$ cat src/hw/regsup_pkg.sv
// Constants and types shared by the regulator supervisor files
package regsup_pkg;

  // ==========================================================================
  // Register map
  localparam int         ADDR_W          = 8;
  localparam int         DATA_W          = 8;
  localparam logic [7:0] REG_CTRL_OFF    = 8'h10;
  localparam logic [7:0] REG_SUP_CFG_OFF = 8'h20;
  localparam logic [7:0] REG_STATUS_OFF  = 8'h21;

  // ==========================================================================
  // Regulator control fields
  localparam int         THR_LSB       = 0;
  localparam int         SEC_EN_LSB    = 2;
  localparam int         POLICY_LSB    = 4;
  localparam logic [7:0] CTRL_WR_MASK  = 8'h3F;
  localparam logic [1:0] POLICY_RESET  = 2'h0;
  localparam logic [1:0] THR_90PCT     = 2'h0;

  // ==========================================================================
  // Supply configuration fields
  localparam int         CFG_AUTO_REDUCE_BIT = 0;
  localparam int         CFG_PRI_UV_IE_BIT   = 1;
  localparam logic [7:0] CFG_WR_MASK         = 8'h03;
  localparam logic [7:0] CFG_RESET           = 8'h00;

  // ==========================================================================
  // Supply status fields
  localparam int STAT_PRI_BIT    = 0;
  localparam int STAT_AUX_UV_BIT = 1;
  localparam int STAT_AUX_OV_BIT = 2;
  localparam int STAT_OTW_BIT    = 3;

  // ==========================================================================
  // Synchroniser bundle layout
  localparam int             SYNC_W       = 13;
  localparam int             S_BAT_OV     = 0;
  localparam int             S_BAT_UV     = 1;
  localparam int             S_AUX_OV     = 2;
  localparam int             S_AUX_UV     = 3;
  localparam int             S_PRI_LSB    = 4;
  localparam int             S_OTW        = 8;
  localparam int             S_VAR_3V3    = 9;
  localparam int             S_EXT_RST_B  = 10;
  localparam int             S_SPARE_LSB  = 11;
  localparam logic [12:0]    SYNC_RESET   = 13'h0400;

  // ==========================================================================
  // Device operating mode, one-hot
  typedef enum logic [4:0]
  {
    MODE_NORMAL    = 5'b0_0001,
    MODE_STANDBY   = 5'b0_0010,
    MODE_SLEEP     = 5'b0_0100,
    MODE_RESET     = 5'b0_1000,
    MODE_FAIL_SAFE = 5'b1_0000
  } op_mode_t;

endpackage

$ cat src/hw/flag_sync.sv
// Two-stage synchroniser for a bundle of asynchronous flags
`timescale 1ns/1ns
module flag_sync
#(
  parameter int          WIDTH      = 13,
  parameter logic [12:0] RESET_BITS = 13'h0000
)
(
  input  wire logic             ref_clk,
  input  wire logic             rst_b,
  input  wire logic [WIDTH-1:0] async_in,
  output logic      [WIDTH-1:0] sync_out
);

  // ==========================================================================
  // Parameter check
  if (WIDTH < 1 || WIDTH > 13)
  begin : g_bad_width
    $error("flag_sync width out of range");
  end

  typedef struct packed
  {
    logic [WIDTH-1:0] stage1;
    logic [WIDTH-1:0] stage2;
  } sync_state_t;

  sync_state_t st_r;
  sync_state_t st_nxt;

  // ==========================================================================
  // Stage chain
  always_comb
  begin
    st_nxt        = st_r;
    st_nxt.stage1 = async_in;
    st_nxt.stage2 = st_r.stage1;
    if (!rst_b)
    begin
      st_nxt.stage1 = RESET_BITS[WIDTH-1:0];
      st_nxt.stage2 = RESET_BITS[WIDTH-1:0];
    end
  end

  always_ff @(posedge ref_clk)
  begin
    st_r <= st_nxt;
  end

  assign sync_out = st_r.stage2;

endmodule

$ cat src/hw/regulator_supervisor_control.sv
// Regulator control register, supply supervision and reset generation
//
// Function
// - Auto-reduce enabled and overtemperature warning lower the switched-mode setpoint to 5 V.
// - Auto-reduce enable clears at power-up and on an external reset pulse.
// - Overtemperature warning status reads 1 while temperature exceeds warning threshold.
// - System reset while primary output is below the selected threshold.
// - Threshold field bits 1:0: 00=90%, 01=80%, 10=70%, 11=60%.
// - Threshold field loads its startup value from non-volatile configuration.
// - 3.3 V variant always uses the 90 % threshold.
// - Primary below 90 % with enable set raises primary undervoltage interrupt.
// - Primary status bit reports primary output above or below 90 %.
// - Auxiliary pass transistor off during overvoltage, back on when it clears.
// - Auxiliary undervoltage and overvoltage raise their interrupts.
// - Auxiliary status bits show present auxiliary voltage condition.
// - Secondary enable bits 3:2 select the operating modes where it runs.
// - Secondary enable field loads its startup value from non-volatile configuration.
// - Policy bits 5:4 shut secondary off on battery undervoltage, overvoltage, both.
`timescale 1ns/1ns
module regulator_supervisor_control
#(
  parameter int REG_ADDR_W = 8
)
(
  input  wire logic                  ref_clk,
  input  wire logic                  rst_b,
  input  wire logic [REG_ADDR_W-1:0] reg_addr,
  input  wire logic                  reg_wr,
  input  wire logic [7:0]            reg_wdata,
  output logic      [7:0]            reg_rdata,
  input  wire regsup_pkg::op_mode_t  op_mode,
  input  wire logic [1:0]            primary_threshold_startup_default,
  input  wire logic [1:0]            secondary_startup_default,
  input  wire logic                  aux_connection_config,
  input  wire logic                  external_reset_pin_b,
  input  wire logic                  variant_3v3,
  input  wire logic                  overtemp_warn_cmp,
  input  wire logic [3:0]            primary_below_cmp,
  input  wire logic                  aux_below_90_cmp,
  input  wire logic                  aux_above_110_cmp,
  input  wire logic                  battery_undervoltage,
  input  wire logic                  battery_overvoltage,
  output logic                       system_reset,
  output logic                       switched_mode_supply_setpoint_reduce_5v,
  output logic                       secondary_regulator_enable,
  output logic                       aux_pass_enable,
  output logic [1:0]                 primary_reset_threshold_eff,
  output logic                       primary_undervoltage_interrupt,
  output logic                       aux_undervoltage_interrupt,
  output logic                       aux_overvoltage_interrupt,
  output logic                       aux_external_load_mode
);

  // ==========================================================================
  // Parameter check
  if (REG_ADDR_W < 6 || REG_ADDR_W > regsup_pkg::ADDR_W)
  begin : g_bad_addr
    $error("register address width out of range");
  end

  // ==========================================================================
  // Synchronised comparator and pin flags
  logic [regsup_pkg::SYNC_W-1:0] flags_async;
  logic [regsup_pkg::SYNC_W-1:0] flags;

  assign flags_async = {2'b00, external_reset_pin_b, variant_3v3, overtemp_warn_cmp, primary_below_cmp,
                        aux_below_90_cmp, aux_above_110_cmp, battery_undervoltage, battery_overvoltage};

  flag_sync
  #(
    .WIDTH      (regsup_pkg::SYNC_W),
    .RESET_BITS (regsup_pkg::SYNC_RESET)
  )
  u_sync
  (
    .ref_clk  (ref_clk),
    .rst_b    (rst_b),
    .async_in (flags_async),
    .sync_out (flags)
  );

  logic       f_bat_ov;
  logic       f_bat_uv;
  logic       f_aux_ov;
  logic       f_aux_uv;
  logic [3:0] f_pri;
  logic       f_otw;
  logic       f_3v3;
  logic       f_ext_rst_b;

  assign f_bat_ov    = flags[regsup_pkg::S_BAT_OV];
  assign f_bat_uv    = flags[regsup_pkg::S_BAT_UV];
  assign f_aux_ov    = flags[regsup_pkg::S_AUX_OV];
  assign f_aux_uv    = flags[regsup_pkg::S_AUX_UV];
  assign f_pri       = flags[regsup_pkg::S_PRI_LSB +: 4];
  assign f_otw       = flags[regsup_pkg::S_OTW];
  assign f_3v3       = flags[regsup_pkg::S_VAR_3V3];
  assign f_ext_rst_b = flags[regsup_pkg::S_EXT_RST_B];

  // ==========================================================================
  // Secondary regulator mode table
  function automatic logic sec_on_in_mode(input logic [1:0] sel, input regsup_pkg::op_mode_t mode);
    logic on;
    on = 1'b0;
    case (mode)
      regsup_pkg::MODE_NORMAL    : on = (sel != 2'h0);
      regsup_pkg::MODE_STANDBY   : on = sel[1];
      regsup_pkg::MODE_RESET     : on = sel[1];
      regsup_pkg::MODE_SLEEP     : on = (sel == 2'h3);
      regsup_pkg::MODE_FAIL_SAFE : on = (sel == 2'h3);
      default                    : on = 1'b0;
    endcase
    return on;
  endfunction

  // ==========================================================================
  // State
  typedef struct packed
  {
    logic [7:0] ctrl;
    logic [7:0] cfg;
    logic [7:0] status;
    logic [7:0] rdata;
    logic       ext_rst_prev;
    logic       pri90_prev;
    logic       aux_uv_prev;
    logic       aux_ov_prev;
    logic       sys_reset;
    logic       reduce;
    logic       sec_en;
    logic       pass_en;
    logic [1:0] thr_eff;
    logic       pri_int;
    logic       aux_uv_int;
    logic       aux_ov_int;
    logic       ext_load;
  } state_t;

  state_t st_r;
  state_t st_nxt;

  logic [1:0] thr_sel;
  logic [1:0] sec_sel;
  logic [1:0] policy;
  logic [1:0] thr_use;
  logic       ext_pulse;

  assign thr_sel   = st_r.ctrl[regsup_pkg::THR_LSB +: 2];
  assign sec_sel   = st_r.ctrl[regsup_pkg::SEC_EN_LSB +: 2];
  assign policy    = st_r.ctrl[regsup_pkg::POLICY_LSB +: 2];
  assign thr_use   = f_3v3 ? regsup_pkg::THR_90PCT : thr_sel;
  assign ext_pulse = st_r.ext_rst_prev && !f_ext_rst_b;

  // ==========================================================================
  // Next state
  always_comb
  begin
    st_nxt              = st_r;
    st_nxt.ext_rst_prev = f_ext_rst_b;
    st_nxt.pri90_prev   = f_pri[0];
    st_nxt.aux_uv_prev  = f_aux_uv;
    st_nxt.aux_ov_prev  = f_aux_ov;

    // Register writes
    if (reg_wr && reg_addr == regsup_pkg::REG_CTRL_OFF[REG_ADDR_W-1:0])
    begin
      st_nxt.ctrl = reg_wdata & regsup_pkg::CTRL_WR_MASK;
    end
    if (reg_wr && reg_addr == regsup_pkg::REG_SUP_CFG_OFF[REG_ADDR_W-1:0])
    begin
      st_nxt.cfg = reg_wdata & regsup_pkg::CFG_WR_MASK;
    end
    if (ext_pulse)
    begin
      st_nxt.cfg[regsup_pkg::CFG_AUTO_REDUCE_BIT] = 1'b0;
    end

    // Status snapshot
    st_nxt.status                              = 8'h00;
    st_nxt.status[regsup_pkg::STAT_PRI_BIT]    = f_pri[0];
    st_nxt.status[regsup_pkg::STAT_AUX_UV_BIT] = f_aux_uv;
    st_nxt.status[regsup_pkg::STAT_AUX_OV_BIT] = f_aux_ov;
    st_nxt.status[regsup_pkg::STAT_OTW_BIT]    = f_otw;

    // Read data, unmapped reads zero
    case (reg_addr)
      regsup_pkg::REG_CTRL_OFF[REG_ADDR_W-1:0]    : st_nxt.rdata = st_r.ctrl & regsup_pkg::CTRL_WR_MASK;
      regsup_pkg::REG_SUP_CFG_OFF[REG_ADDR_W-1:0] : st_nxt.rdata = st_r.cfg;
      regsup_pkg::REG_STATUS_OFF[REG_ADDR_W-1:0]  : st_nxt.rdata = st_r.status;
      default                                     : st_nxt.rdata = 8'h00;
    endcase

    // Regulator outputs follow the stored control one cycle later
    st_nxt.thr_eff   = thr_use;
    st_nxt.sys_reset = f_pri[thr_use];
    st_nxt.reduce    = st_r.cfg[regsup_pkg::CFG_AUTO_REDUCE_BIT] && f_otw;
    st_nxt.sec_en    = sec_on_in_mode(sec_sel, op_mode)
                       && !(policy[0] && f_bat_uv)
                       && !(policy[1] && f_bat_ov);
    st_nxt.pass_en   = !f_aux_ov;
    st_nxt.ext_load  = !aux_connection_config;

    // Event pulses on entering a fault
    st_nxt.pri_int    = f_pri[0] && !st_r.pri90_prev
                        && st_r.cfg[regsup_pkg::CFG_PRI_UV_IE_BIT];
    st_nxt.aux_uv_int = f_aux_uv && !st_r.aux_uv_prev;
    st_nxt.aux_ov_int = f_aux_ov && !st_r.aux_ov_prev;

    // Power-up defaults
    if (!rst_b)
    begin
      st_nxt                                       = '0;
      st_nxt.ctrl[regsup_pkg::THR_LSB +: 2]        = primary_threshold_startup_default;
      st_nxt.ctrl[regsup_pkg::SEC_EN_LSB +: 2]     = secondary_startup_default;
      st_nxt.ctrl[regsup_pkg::POLICY_LSB +: 2]     = regsup_pkg::POLICY_RESET;
      st_nxt.cfg                                   = regsup_pkg::CFG_RESET;
      st_nxt.ext_rst_prev                          = 1'b1;
      st_nxt.sys_reset                             = 1'b1;
      st_nxt.pass_en                               = 1'b1;
    end
  end

  always_ff @(posedge ref_clk)
  begin
    st_r <= st_nxt;
  end

  // ==========================================================================
  // Outputs
  assign reg_rdata                      = st_r.rdata;
  assign system_reset                   = st_r.sys_reset;
  assign switched_mode_supply_setpoint_reduce_5v        = st_r.reduce;
  assign secondary_regulator_enable     = st_r.sec_en;
  assign aux_pass_enable                = st_r.pass_en;
  assign primary_reset_threshold_eff    = st_r.thr_eff;
  assign primary_undervoltage_interrupt = st_r.pri_int;
  assign aux_undervoltage_interrupt     = st_r.aux_uv_int;
  assign aux_overvoltage_interrupt      = st_r.aux_ov_int;
  assign aux_external_load_mode         = st_r.ext_load;

endmodule

$ cat config.mk
export PLATFORM = sky130hd
export DESIGN_NAME = regulator_supervisor_control
export DESIGN_NICKNAME = d
export VERILOG_FILES = /design/src/hw/regsup_pkg.sv /design/src/hw/flag_sync.sv /design/src/hw/regulator_supervisor_control.sv
export SDC_FILE = /design/constraint.sdc
export NUM_CORES = 1
export LEC_CHECK = 0
export BUFFER_PORTS_ARGS = -buffer_cell sky130_fd_sc_hd__buf_4
export CAP_MARGIN = 10
export CORE_AREA = 5 5 75 77
export DETAILED_ROUTE_END_ITERATION = 6
export DIE_AREA = 0 0 80 82
export HOLD_SLACK_MARGIN = 0.08
export PLACE_DENSITY = 0.68
export SLEW_MARGIN = 10
export SYNTH_ARGS = -nofsm -noshare
export SYNTH_HDL_FRONTEND = slang
export SYNTH_HIERARCHICAL = 1
export SYNTH_SLANG_ARGS = --single-unit
$ cat constraint.sdc
create_clock -name ref_clk -period 1.31 [get_ports ref_clk]
set_input_delay 0.131 -clock ref_clk [delete_from_list [all_inputs] [get_ports ref_clk]]
set_output_delay 0.131 -clock ref_clk [all_outputs]
set_load 0.05 [all_outputs]
==> impl_metrics.csv <==
group,metric,value,unit
clocking,postCtsSetupRepairBufs,0,
sta,setup_violations,0,
min_path,holdPathEnd,"policy[0]",
detailed_routing,drtPass1Iterations,3,
yosys,syn_area_per_cell,11.08,µm²
floorplan,num_rows,26,
pwr,p_total,2.791,mW
worst_setup_path,cp_slowest_cell,"edfxtp_1",
worst_setup_path,path_buf_inv,0,
final_layout,final_util,51.54,%
detailed_routing,drtIter0Drc,41,
detailed_routing,drc_errors,0,
sta,max_slew.worst_pin.slew,0.5090,ns
sta,layout_setup_ws,0.2509,ns
pwr,vdd_ir_drop_max,0.0006575,V
worst_setup_path,cp_slowest_stage_delay,0.38,ns
pwr,swShare,21.79,%
global_route,grt_first_pass_wirelength,5685,µm
sta,fmaxAchievable,944.2,MHz
final_layout,drive_above_1_share,41.45,%
worst_setup_path,worst_r2r_path_depth,3,
sta,rsz0062_at_grt,"false",
floorplan,die_x,80,µm
worst_setup_path,crit_fanout,2,
min_path,holdPathStages,3,
clocking,h-tree-depth,2,
pwr,internal-power,2.183,mW
global_route,antenna_found_initial,0,
worst_setup_path,timing.rr.start,"st_r[38]",
worst_setup_path,crit_required,1.47,ns
global_route,grt_pass1_vias,1260,
clocking,clk_path_buf_depth,2,
floorplan,top_level_ports,58,
sta,finalCritPeriodShare,80.85,%
final_layout,area_delta_synth_final,28.52,%
detailed_routing,drtAntennaViolNets,0,
yosys,synthCells,179,
placement,dp.final_hpwl,2616,µm
placement,pre_cts_ws,0.1250,ns
worst_setup_path,rrSetupSlack,0.25,ns
flow_run,cap_violations,0,
min_path,min_from,"reg_wdata[4]",
clocking,ctsResizeCount,0,
pwr,leakage,1.102,nW
sta,report.final.slew_viol_count,0,
final_layout,finalNetCount,274,
pwr,pwr-share-seq,59.3,%
global_route,track_usage,11.44,%
outcome,status,"finished clean",
sta,fin_crit,1.059,ns
worst_setup_path,arrival,1.22,ns
clocking,cts_buffers,5,
clocking,clkSlewWorstSetupHoldPaths,0.08,ns
floorplan,design.die.area,0.006560,mm²
worst_setup_path,path_class,"reg2reg",
placement,dp.cells,284,
worst_setup_path,r2r-end,"system_reset",
clocking,clockRootBuffer,"clkbuf_8",
sta,setup_tns,0,ns
sta,hold-worst-slack,0.09137,ns
final_layout,finalNonFillerCells,304,
worst_setup_path,path_cells,"mux2_2, nand3b_1, o2111ai_1",
floorplan,die_h,82,µm
detailed_routing,num_vias,1345,
worst_setup_path,crit_cells,3,
final_layout,mostFrequentLayoutCells,"buf_4, dfxtp_1, and2_2",
global_route,grt_max_degree,24,
sta,clock_skew,0.004413,ns
worst_setup_path,worst_setup_path_start_kind,"flop",
floorplan,core,0.004945,mm²
clocking,cts_sinks,51,
placement,port-buffer-count,53,
pwr,comb_power_share,12.4,%
final_layout,layout_commonest_cell,"buf_4",
placement,place_congestion,0.8702,
final_layout,num-fill-cells,480,
global_route,overflow,0,
detailed_routing,vias_per_cell,4.424,
pwr,p_switching,0.6081,mW
sta,finalHoldViolations,0,
placement,placed_area,0.002342,mm²
yosys,yosys_warnings,6,
clocking,cts_tree,"yes",
detailed_routing,wl_per_cell,11.47,µm
worst_setup_path,startpoint,"st_r[38]",
pwr,p_clk_share,28.4,%
floorplan,start_util,40.11,%
final_layout,num_antenna_cells,0,
worst_setup_path,endpoint_kind,"flop",
detailed_routing,wl,3488,µm
min_path,hp-class,"in2reg",
yosys,synthesis.area,0.001983,mm²
clocking,insertion_delay,0.29,ns
final_layout,fin_area,0.002549,mm²
sta,slew_headroom,65.88,%
worst_setup_path,critical-path-top-delay-family,"flip-flops",
pwr,power_density,1095,mW/mm²
[flip-flops by register name, summed over array words and instances (netlist names), 2 cells and up]
| name | count |
|---|---|
| u_sync/st_r | 11 |
| u_sync/sync_out | 11 |
| st_r | 9 |
| reg_rdata | 6 |
| policy | 2 |
| primary_reset_threshold_eff | 2 |
| sec_sel | 2 |
[routing by layer]
metal / global-route usage, % / vias up / part of all wire (%) / wire [µm]
met5: 0 / - / 0 / 0
met4: 6.419 / 0 / 2.7 / 95
met3: 3.838 / 11 / 7.0 / 245
met2: 17.96 / 40 / 47 / 1639
met1: 13.72 / 602 / 43 / 1509
li1: - / 692 / - / -
[power groups by stage]
stage | sequential (mW) | combinational, mW | clock [mW]
final | 1.65 | 0.345 | 0.792
after global routing | 1.66 | 0.376 | 0.897
after CTS | 1.65 | 0.348 | 0.836
after floorplan | 1.71 | 0.160 | 0
after detailed placement | 1.69 | 0.317 | 0
after global placement | 1.69 | 0.312 | 0
[cell type report]
| type | count | area, µm² | share of cell area [%] |
|---|---|---|---|
| multi-input combinational | 100 | 735.7 | 28.87 |
| tap | 70 | 87.58 | 3.436 |
| clock buffer | 7 | 76.32 | 2.995 |
| timing repair buffer | 72 | 573.1 | 22.48 |
| sequential | 51 | 1061 | 41.63 |
| inverter | 4 | 15.01 | 0.5891 |
[worst min-delay path: cells and delay by family]
kind | cells | cell delay [ns]
buffers and inverters | 1 | 0.11
muxes | 1 | 0.05
and+or+nand+nor | 1 | 0.05
[worst max path at each step]
stage	slack, ns	endpoint
2_1_floorplan	0.19	sec_sel[0]
3_3_place_gp	0.12	sec_sel[1]
3_5_place_dp	0.12	sec_sel[0]
4_1_cts	0.24	system_reset
5_1_grt	0.19	system_reset
6_report	0.25	system_reset
[timing repair]
action / 4_1_cts / 5_1_grt
hold buffers: 13 / 0
endpoints found under the hold margin: 13 / 0
setup endpoints to repair: 0 / 0
No activity file was read; power rests on OpenSTA's default activity.
